## config.mk

```make
export PLATFORM = sky130hd
export DESIGN_NAME = eeprom_host
export DESIGN_NICKNAME = d
export VERILOG_FILES = /design/src/eeprom_host_pkg.sv /design/src/eeprom_host.sv /design/src/eeprom_host_cycle.sv
export VERILOG_INCLUDE_DIRS = /design/src
export SDC_FILE = /design/constraint.sdc
export NUM_CORES = 1
export LEC_CHECK = 0
export ABC_AREA = 0
export BUFFER_PORTS_ARGS = -buffer_cell sky130_fd_sc_hd__buf_4
export CAP_MARGIN = 20
export CORE_AREA = 2 2 225 227
export CTS_BUF_LIST = sky130_fd_sc_hd__clkbuf_4 sky130_fd_sc_hd__clkbuf_8
export DETAILED_ROUTE_END_ITERATION = 16
export DIE_AREA = 0 0 227 229
export PLACE_DENSITY = 0.49
export SLEW_MARGIN = 20
export SYNTH_ARGS = -nofsm -noshare
export SYNTH_HDL_FRONTEND = slang
export SYNTH_SLANG_ARGS = --single-unit
```

## constraint.sdc

```tcl
create_clock -name i_clk -period 2.62 [get_ports i_clk]
set_input_delay 0.524 -clock i_clk [delete_from_list [all_inputs] [get_ports i_clk]]
set_output_delay 0.524 -clock i_clk [all_outputs]
set_load 0.05 [all_outputs]
```

## src/eeprom_host_map.svh

```systemverilog
// eeprom_host_map.svh: offsets, codes and timing counts for the parallel eeprom host
// assumes a 50 MHz system clock; included by the host modules only
`ifndef EEPROM_HOST_MAP_SVH
`define EEPROM_HOST_MAP_SVH

`define CLK_PERIOD_NS        20
// byte_load_window upper bound, microseconds
`define BYTE_LOAD_WINDOW_US  100
// strobes are held well over the 20 ns glitch floor and 100 ns pulse width
`define WRITE_PULSE_WIDTH_NS 160
`define READ_ACCESS_NS       300
// power_up_write_lockout maximum and program cycle maximum, milliseconds
`define POWER_UP_LOCKOUT_MS  10
`define PROGRAM_CYCLE_MS     10

`define PULSE_CYC   ((`WRITE_PULSE_WIDTH_NS + `CLK_PERIOD_NS - 1) / `CLK_PERIOD_NS)
`define ACCESS_CYC  ((`READ_ACCESS_NS + `CLK_PERIOD_NS - 1) / `CLK_PERIOD_NS)
// half the window: safely inside the device's byte load timer
`define GAP_CYC     ((`BYTE_LOAD_WINDOW_US * 1000 / `CLK_PERIOD_NS) / 2)
// after the last load the strobe must stay high past the full window
`define SETTLE_CYC  ((`BYTE_LOAD_WINDOW_US * 1000 + `CLK_PERIOD_NS - 1) / `CLK_PERIOD_NS + 2)
`define LOCKOUT_CYC ((`POWER_UP_LOCKOUT_MS * 1000000) / `CLK_PERIOD_NS)
`define PROGRAM_CYC ((`PROGRAM_CYCLE_MS * 1000000) / `CLK_PERIOD_NS)

// command prefix addresses and data
`define CMD_ADDR_A   15'h5555
`define CMD_ADDR_B   15'h2aaa
`define CMD_DATA_1   8'haa
`define CMD_DATA_2   8'h55
`define CMD_ARM      8'ha0
`define CMD_ERASE    8'h80
`define CMD_DISARM   8'h20

`define PAGE_BYTES   64
`endif

```

## src/eeprom_host_pkg.sv

```systemverilog
// eeprom_host_pkg.sv: types shared by the eeprom host modules
// assumes nothing beyond a SystemVerilog compiler
package eeprom_host_pkg;
    typedef enum logic [1:0] {
        OP_READ,
        OP_WRITE,
        OP_ARM,
        OP_DISARM
    } op_t;
endpackage

```

## src/eeprom_host.sv

```systemverilog
// eeprom_host.sv: host controller for a 32K x 8 parallel eeprom
// assumes pins go straight to the device; dq is resolved outside from o_dq_oe
`timescale 1ns/1ns
`include "eeprom_host_map.svh"
module eeprom_host #(
    parameter int PAGE_BYTES  = `PAGE_BYTES,
    parameter int GAP_CYC     = `GAP_CYC,
    parameter int SETTLE_CYC  = `SETTLE_CYC,
    parameter int LOCKOUT_CYC = `LOCKOUT_CYC,
    parameter int PROGRAM_CYC = `PROGRAM_CYC
) (
    input  wire logic                        i_clk,
    input  wire logic                        i_sys_rst,
    input  wire logic                        i_req,
    input  wire eeprom_host_pkg::op_t        i_op,
    input  wire logic                        i_protect,
    input  wire logic [14:0]                 i_addr,
    input  wire logic [$clog2(PAGE_BYTES):0] i_count,
    input  wire logic [PAGE_BYTES*8-1:0]     i_page_data,
    output logic                             o_ready,
    output logic                             o_done,
    output logic                             o_timeout,
    output logic [7:0]                       o_rdata,
    output logic [14:0]                      o_mem_addr,
    output logic                             o_mem_ce_n,
    output logic                             o_mem_oe_n,
    output logic                             o_mem_we_n,
    output logic [7:0]                       o_mem_dq,
    output logic                             o_mem_dq_oe,
    input  wire logic [7:0]                  i_mem_dq
);
    localparam int IW = $clog2(PAGE_BYTES);

    initial begin
        if (PAGE_BYTES < 2 || PAGE_BYTES > 64 || (1 << IW) != PAGE_BYTES)
            $error("eeprom_host: PAGE_BYTES must be a power of two from 2 to 64");
        if (GAP_CYC < 1 || GAP_CYC >= SETTLE_CYC || LOCKOUT_CYC < 1 || PROGRAM_CYC < 1 ||
            LOCKOUT_CYC > 2**24 - 1 || PROGRAM_CYC > 2**24 - 1)
            $error("eeprom_host: bad timing parameter");
    end

    // ****************************************
    // command words of the protection prefixes
    // ****************************************
    function automatic logic [22:0] cmd_word(input logic [2:0] idx, input logic disarm);
        case (idx)
            3'h0: cmd_word = {`CMD_ADDR_A, `CMD_DATA_1};
            3'h1: cmd_word = {`CMD_ADDR_B, `CMD_DATA_2};
            3'h2: cmd_word = {`CMD_ADDR_A, disarm ? `CMD_ERASE : `CMD_ARM};
            3'h3: cmd_word = {`CMD_ADDR_A, `CMD_DATA_1};
            3'h4: cmd_word = {`CMD_ADDR_B, `CMD_DATA_2};
            default: cmd_word = {`CMD_ADDR_A, `CMD_DISARM};
        endcase
    endfunction

    // ****************************************
    // pin input synchroniser
    // ****************************************
    logic [7:0] dq_meta_r;
    logic [7:0] dq_sync_r;
    always_ff @(posedge i_clk) begin
        dq_meta_r <= i_mem_dq;
        dq_sync_r <= dq_meta_r;
    end

    typedef enum logic [2:0] {
        H_LOCK,
        H_IDLE,
        H_CMD,
        H_LOAD,
        H_SETTLE,
        H_POLL,
        H_READ
    } hst_t;

    typedef struct packed {
        hst_t        st;
        logic [23:0] tmr;
        logic [2:0]  cidx;
        logic [2:0]  clen;
        logic        disarm;
        logic [IW:0] bidx;
        logic [IW:0] bcnt;
        logic [14:0] addr;
        logic [7:0]  dq;
        logic        go;
        logic        gowr;
        logic        waitcyc;
        logic [7:0]  last;
        logic        done;
        logic        tout;
    } host_t;

    host_t s_r;
    host_t s_nxt;
    logic        cyc_busy;
    logic        cyc_done;
    logic [7:0]  cyc_rdata;
    logic [7:0]  pick;

    always_comb pick = i_page_data[8*s_r.bidx[IW-1:0] +: 8];

    always_comb begin
        s_nxt = s_r;
        s_nxt.go = 1'b0;
        s_nxt.done = 1'b0;
        if (s_r.tmr != 24'h0)
            s_nxt.tmr = s_r.tmr - 24'h1;
        case (s_r.st)
            H_LOCK: begin
                // device refuses writes for up to the full lockout after power-up
                if (s_r.tmr == 24'h0)
                    s_nxt.st = H_IDLE;
            end
            H_IDLE: begin
                if (i_req) begin
                    s_nxt.tout = 1'b0;
                    s_nxt.tmr = 24'h0;                                        // stale poll time would stall strobes
                    s_nxt.addr = i_addr;
                    s_nxt.bidx = '0;
                    s_nxt.bcnt = (i_count == '0) ? (IW+1)'(1) : i_count;
                    s_nxt.cidx = 3'h0;
                    s_nxt.disarm = (i_op == eeprom_host_pkg::OP_DISARM);
                    s_nxt.waitcyc = 1'b0;
                    case (i_op)
                        eeprom_host_pkg::OP_READ: begin
                            s_nxt.st = H_READ;
                            s_nxt.go = 1'b1;
                            s_nxt.gowr = 1'b0;
                        end
                        eeprom_host_pkg::OP_ARM: begin
                            s_nxt.st = H_CMD;
                            s_nxt.clen = 3'h3;
                            s_nxt.bcnt = '0;
                        end
                        eeprom_host_pkg::OP_DISARM: begin
                            s_nxt.st = H_CMD;
                            s_nxt.clen = 3'h6;
                            s_nxt.bcnt = '0;
                        end
                        default: begin
                            s_nxt.st = i_protect ? H_CMD : H_LOAD;
                            s_nxt.clen = 3'h3;
                        end
                    endcase
                end
            end
            H_CMD, H_LOAD: begin
                // one strobe per step; gap kept inside the device's load timer
                if (!s_r.waitcyc && !cyc_busy && !s_r.go && s_r.tmr == 24'h0) begin
                    s_nxt.go = 1'b1;
                    s_nxt.gowr = 1'b1;
                    s_nxt.waitcyc = 1'b1;
                    if (s_r.st == H_CMD)
                        {s_nxt.addr, s_nxt.dq} = cmd_word(s_r.cidx, s_r.disarm);
                    else begin
                        s_nxt.addr = {i_addr[14:IW], s_r.bidx[IW-1:0]};
                        s_nxt.dq = pick;
                        s_nxt.last = pick;
                    end
                end else if (s_r.waitcyc && cyc_done) begin
                    s_nxt.waitcyc = 1'b0;
                    s_nxt.tmr = 24'(GAP_CYC);
                    if (s_r.st == H_CMD) begin
                        s_nxt.cidx = s_r.cidx + 3'h1;
                        if (s_r.cidx + 3'h1 == s_r.clen) begin
                            s_nxt.st = (s_r.bcnt == '0) ? H_SETTLE : H_LOAD;
                            s_nxt.tmr = (s_r.bcnt == '0) ? 24'(SETTLE_CYC) : 24'(GAP_CYC);
                        end
                    end else begin
                        s_nxt.bidx = s_r.bidx + (IW+1)'(1);
                        if (s_r.bidx + (IW+1)'(1) == s_r.bcnt) begin
                            s_nxt.st = H_SETTLE;
                            s_nxt.tmr = 24'(SETTLE_CYC);
                        end
                    end
                end
            end
            H_SETTLE: begin
                if (s_r.tmr == 24'h0) begin
                    if (s_r.bcnt == '0) begin
                        s_nxt.st = H_IDLE;
                        s_nxt.done = 1'b1;
                    end else begin
                        s_nxt.st = H_POLL;
                        s_nxt.tmr = 24'(PROGRAM_CYC);
                        s_nxt.go = 1'b1;
                        s_nxt.gowr = 1'b0;
                    end
                end
            end
            H_POLL: begin
                // poll the last loaded byte; true top bit means programming ended
                if (cyc_done) begin
                    if (cyc_rdata[7] == s_r.last[7]) begin
                        s_nxt.st = H_IDLE;
                        s_nxt.done = 1'b1;
                    end else if (s_r.tmr == 24'h0) begin
                        s_nxt.st = H_IDLE;
                        s_nxt.done = 1'b1;
                        s_nxt.tout = 1'b1;
                    end else
                        s_nxt.go = 1'b1;
                end
            end
            H_READ: begin
                if (cyc_done) begin
                    s_nxt.st = H_IDLE;
                    s_nxt.done = 1'b1;
                end
            end
            default: s_nxt.st = H_IDLE;
        endcase
    end

    always_ff @(posedge i_clk) begin
        if (i_sys_rst) begin
            s_r <= '0;
            s_r.st <= H_LOCK;
            s_r.tmr <= 24'(LOCKOUT_CYC);
        end else
            s_r <= s_nxt;
    end

    eeprom_host_cycle u_cycle (
        .i_clk     (i_clk),
        .i_sys_rst (i_sys_rst),
        .i_start   (s_r.go),
        .i_write   (s_r.gowr),
        .i_dq_sync (dq_sync_r),
        .o_ce_n    (o_mem_ce_n),
        .o_oe_n    (o_mem_oe_n),
        .o_we_n    (o_mem_we_n),
        .o_dq_oe   (o_mem_dq_oe),
        .o_busy    (cyc_busy),
        .o_done    (cyc_done),
        .o_rdata   (cyc_rdata)
    );

    // address and data held in flops for the whole strobe
    assign o_mem_addr = s_r.addr;
    assign o_mem_dq   = s_r.dq;
    assign o_ready    = (s_r.st == H_IDLE);
    assign o_done     = s_r.done;
    assign o_timeout  = s_r.tout;
    assign o_rdata    = cyc_rdata;

    property p_lockout;
        @(posedge i_clk) disable iff (i_sys_rst) $past(s_r.st) == H_LOCK && $past(s_r.tmr) != 24'h0 |-> o_mem_we_n;
    endproperty
    a_lockout: assert property (p_lockout) else $error("write during power-up lockout");
    property p_gap;
        @(posedge i_clk) disable iff (i_sys_rst) s_r.st == H_CMD || s_r.st == H_LOAD |-> s_r.tmr <= 24'(GAP_CYC);
    endproperty
    a_gap: assert property (p_gap) else $error("load gap longer than the safe window");
    property p_settle;
        @(posedge i_clk) disable iff (i_sys_rst) s_r.st == H_SETTLE |-> o_mem_we_n && o_mem_ce_n;
    endproperty
    a_settle: assert property (p_settle) else $error("strobe during settle");
endmodule // eeprom_host

```

## src/eeprom_host_cycle.sv

```systemverilog
// eeprom_host_cycle.sv: one read or one write strobe on the eeprom pins
// assumes the caller holds address and data stable until o_done
`timescale 1ns/1ns
`include "eeprom_host_map.svh"
module eeprom_host_cycle #(
    parameter int PULSE_CYC  = `PULSE_CYC,
    parameter int ACCESS_CYC = `ACCESS_CYC
) (
    input  wire logic        i_clk,
    input  wire logic        i_sys_rst,
    input  wire logic        i_start,
    input  wire logic        i_write,
    input  wire logic [7:0]  i_dq_sync,
    output logic             o_ce_n,
    output logic             o_oe_n,
    output logic             o_we_n,
    output logic             o_dq_oe,
    output logic             o_busy,
    output logic             o_done,
    output logic [7:0]       o_rdata
);
    initial begin
        if (PULSE_CYC < 2 || ACCESS_CYC < 3 || PULSE_CYC > 255 || ACCESS_CYC > 255)
            $error("eeprom_host_cycle: bad timing parameter");
    end

    typedef enum logic [1:0] {
        C_IDLE,
        C_WSTROBE,
        C_RSTROBE,
        C_RECOVER
    } cst_t;

    typedef struct packed {
        cst_t       st;
        logic [7:0] cnt;
        logic       wr;
        logic [7:0] rdata;
        logic       done;
    } cyc_t;

    cyc_t s_r;
    cyc_t s_nxt;

    always_comb begin
        s_nxt = s_r;
        s_nxt.done = 1'b0;
        case (s_r.st)
            C_IDLE: begin
                if (i_start) begin
                    s_nxt.st = i_write ? C_WSTROBE : C_RSTROBE;
                    s_nxt.wr = i_write;
                    s_nxt.cnt = i_write ? 8'(PULSE_CYC) : 8'(ACCESS_CYC);
                end
            end
            C_WSTROBE: begin
                if (s_r.cnt == 8'h01)
                    s_nxt.st = C_RECOVER;
                s_nxt.cnt = s_r.cnt - 8'h01;
            end
            C_RSTROBE: begin
                // data has passed both sync stages before it is taken
                if (s_r.cnt == 8'h01) begin
                    s_nxt.rdata = i_dq_sync;
                    s_nxt.st = C_RECOVER;
                end
                s_nxt.cnt = s_r.cnt - 8'h01;
            end
            C_RECOVER: begin
                s_nxt.st = C_IDLE;
                s_nxt.done = 1'b1;
            end
            default: s_nxt.st = C_IDLE;
        endcase
    end

    always_ff @(posedge i_clk) begin
        if (i_sys_rst)
            s_r <= '{st: C_IDLE, cnt: 8'h00, wr: 1'b0, rdata: 8'h00, done: 1'b0};
        else
            s_r <= s_nxt;
    end

    // write: ce and we low with oe high; oe held high keeps the device off the bus
    assign o_we_n  = ~(s_r.st == C_WSTROBE);
    assign o_oe_n  = ~(s_r.st == C_RSTROBE);
    assign o_ce_n  = ~(s_r.st == C_WSTROBE || s_r.st == C_RSTROBE);
    // data stays driven one cycle past the rising strobe for hold time
    assign o_dq_oe = (s_r.st == C_WSTROBE) || (s_r.st == C_RECOVER && s_r.wr);
    assign o_busy  = (s_r.st != C_IDLE);
    assign o_done  = s_r.done;
    assign o_rdata = s_r.rdata;

    property p_pulse_len;
        @(posedge i_clk) disable iff (i_sys_rst) $fell(o_we_n) |-> !o_we_n [*2];
    endproperty
    a_pulse_len: assert property (p_pulse_len) else $error("write strobe shorter than two cycles");
    property p_no_fight;
        @(posedge i_clk) disable iff (i_sys_rst) !o_oe_n |-> !o_dq_oe && o_we_n;
    endproperty
    a_no_fight: assert property (p_no_fight) else $error("host drives data during a read");
    property p_write_qual;
        @(posedge i_clk) disable iff (i_sys_rst) !o_we_n |-> !o_ce_n && o_oe_n && o_dq_oe;
    endproperty
    a_write_qual: assert property (p_write_qual) else $error("write strobe without select or data");
endmodule // eeprom_host_cycle

```

==> flow_metrics.py <==
metrics = {
    "die": {
        "dieWidth_um": 227,
        "num_io_pins": 586,
        "die_area_um2": 52000,
        "die_h_um": 229,
        "core_area_um2": 49700,
        "start_util_pct": 19.6,
        "rows": 82,
    },
    "status": {
        "status": "finished, final reports clean",
    },
    "critical_path": {
        "cp_max_fo": 7,
        "worstPathArrival_ps": 2880,
        "end_kind": "flip-flop",
        "crit_path_start_kind": "flip-flop",
        "cp_slowest_stage_delay_ps": 530,
        "worst-path-buf-inv": 1,
        "path_cells": "or3_4, or4_4, or4_4, buf_4, and2_1, nand3_1, xor2_1, nor2_1",
        "crit_top_cell": "or4_4",
        "critPathTopFamily": "simple AND/OR/NAND/NOR gates",
        "cp_data_required_time_ps": 2960,
        "worstSetupPathType": "reg -> reg",
        "cp_slowest_cell": "or4_4",
    },
    "detailed_routing": {
        "first_pass_iters": 5,
        "drt_iter0_markers": 1055,
        "vias": 11700,
        "antenna_left": 0,
        "via_per_inst": 4.98,
        "routedWlPerCell_um": 27.4,
        "wl_um": 64300,
        "drc": 0,
    },
    "sta": {
        "fin_crit_ps": 2540,
        "slew_headroom_pct": 46.3,
        "finalMaxSlewViolations": 0,
        "timing.final.crit_share_pct": 96.9,
        "worst_pin_slew_ps": 804,
        "setup_viol": 0,
        "tns_ps": 0,
        "hold_violations": 0,
        "clock.fmax_mhz": 394,
        "final.setup_skew_ps": 12.9,
        "whs_ps": 180,
        "rsz0062_at_grt": "true",
    },
    "power_and_ir_drop": {
        "leakage_nw": 6.53,
        "power_density_nw_per_um2": 320,
        "p_total_mw": 5.09,
        "ir_drop_mv": 0.267,
    },
    "clocking": {
        "clockRootBuffer": "clkbuf_8",
        "clk_path_buf_depth": 2,
        "cts_num_sinks": 113,
        "numCtsBuffers": 17,
        "cts_tree": "built",
        "htree_levels": 4,
        "clkLatencyLatePin_ps": 450,
        "cts_hold_buf": 0,
        "clkTransAtPathRegs_ps": 70,
    },
    "global_route": {
        "first_global_vias": 11600,
        "antenna_found_initial": 38,
        "grt_overflow": 0,
        "grt_start_max_net_pins": 60,
        "grt_pass1_wl_um": 86700,
        "track_usage_pct": 23.8,
    },
    "placement": {
        "dpl.hpwl_um": 55700,
        "place_area_um2": 15300,
        "gp_congestion": 0.980,
        "port_buffers": 585,
    },
    "finish": {
        "final_nets": 2205,
        "area_delta_synth_final_pct": 63.3,
        "drive_gt1_share_pct": 52.4,
        "multiInputGateArea_um2": 6900,
        "fill_cells": 5262,
        "seq_area_um2": 2270,
        "finish.instance_area_um2": 15900,
        "postLayoutCoreUtil_pct": 32.0,
    },
    "flow_run": {
        "cap_violations": 0,
    },
    "synth": {
        "synth.top_cell.area_share_pct": 24.3,
        "syn_nets": 1606,
        "yosys-top-cells-count": "113 x dfxtp_1, 105 x mux4_2, 89 x nand2_1",
        "ys_ff_latch": 113,
        "synth_cells": 1045,
        "yosysMostFrequentCell": "dfxtp_1",
        "synth_area_leaders": "mux4_2 24%, dfxtp_1 23%, mux2i_1 7.2%",
        "synthArstFlopShare_pct": 0,
        "yosysWarnings": 0,
        "synth_edf_count": 0,
        "synth_top_cell_by_area": "mux4_2",
        "synth_cell_types": 69,
        "synth_area_um2": 9740,
        "avgSynthCellArea_um2": 9.32,
        "synth_flop_cell": "dfxtp_1",
        "synth-seq-area-share_pct": 23.2,
    },
    "min_path": {
        "hp-class": "in -> reg",
    },
}
-- logic make-up after synthesis --
kind of cell               count (synthesis)  synth area share, %
AOI/OAI and AO/OA                        242                 16.4
xor gates and xnor gates                  37                 3.33
adders and majority gates                 13                 1.67
buffers and inverters                    130                 6.63
DFF                                      113                 23.2
muxes                                    177                 31.7
and+or+nand+nor                          333                 17.0
-- final cells by class --
type                            count  share of cell area [%]
Timing Repair Buffer              690                    33.8
Antenna cell                       14                   0.220
Multi-Input combinational cell    802                    43.4
Sequential cell                   113                    14.3
Tap cell                          672                    5.29
Clock buffer                       21                    1.70
Inverter                           20                   0.472
Clock inverter                     11                   0.865
-- per-layer routing --
layer  vias to the layer above  global-route usage (%)  part of all wire [%]
met2                       655                    36.6                    45
met3                        93                    9.49                    12
met1                      5689                    30.9                    41
met4                        28                    6.05                   2.0
met5                         -                       0                  0.26
li1                       5204                       -                     -
-- flip-flops by register name (all words and copies together), names as in the netlist --
signal and count:
dq_meta_r 8, u_cycle.o_done 1, u_cycle.o_rdata 8, o_timeout 1, u_cycle.s_r 11, o_done 1, o_mem_addr 15, dq_sync_r 8
o_mem_dq 8, s_r 52
-- through the flow --
| step | setup slack (ps) | cells |
|---|---|---|
| 6_report | 82.0 | 2343 |
| 5_1_grt | -25.2 | 2336 |
| 4_1_cts | 12.3 | 2327 |
| 3_5_place_dp | 15.6 | 2295 |
| 3_3_place_gp | 16.1 | 2295 |
| 2_1_floorplan | 166 | 1045 |
-- power by group --
group,switching (mW),internal (mW)
sequential,0.0626,1.80
combinational,0.601,0.872
clock,0.771,0.988
total,1.43,3.66
-- what timing repair did --
item                       CTS  global route
setup buffers                0             2
resized for setup            0            21
setup endpoints to repair    0            25
hold endpoints to repair     0             0
-- final timing paths --
path | startpoint | endpoint | slack, ps | depth (start not counted)
hold / removal | i_mem_dq[4] | dq_meta_r[4]$_DFF_P_ | 180 | 1
setup reg to reg | s_r[76]$_SDFF_PP0_ | s_r[76]$_SDFF_PP0_ | 80 | 8
setup / recovery | s_r[76]$_SDFF_PP0_ | s_r[76]$_SDFF_PP0_ | 80 | 8
hold reg to reg | dq_meta_r[3]$_DFF_P_ | dq_sync_r[3]$_DFF_P_ | 330 | 0
-- cell usage in the layout (no fill, tap or decap), types with 10 or more instances in the layout --
master      n
clkbuf_8   18
nor2_1     82
mux2i_1    70
o22ai_1    11
xnor2_1    24
nor4_1     11
xor2_1     13
nand3b_1   10
a31oi_1    14
a22o_1     15
a22oi_1    21
nor3_1     25
a21oi_1    79
a221oi_1   16
nor2b_1    14
inv_1      18
o21ai_0    24
dfxtp_1   109
buf_12     13
diode_2    14
nand2_1    88
ha_1       12
a211oi_1   13
buf_4     673
mux4_2    105
nand3_1    29
(Power assumes the default switching activity.)
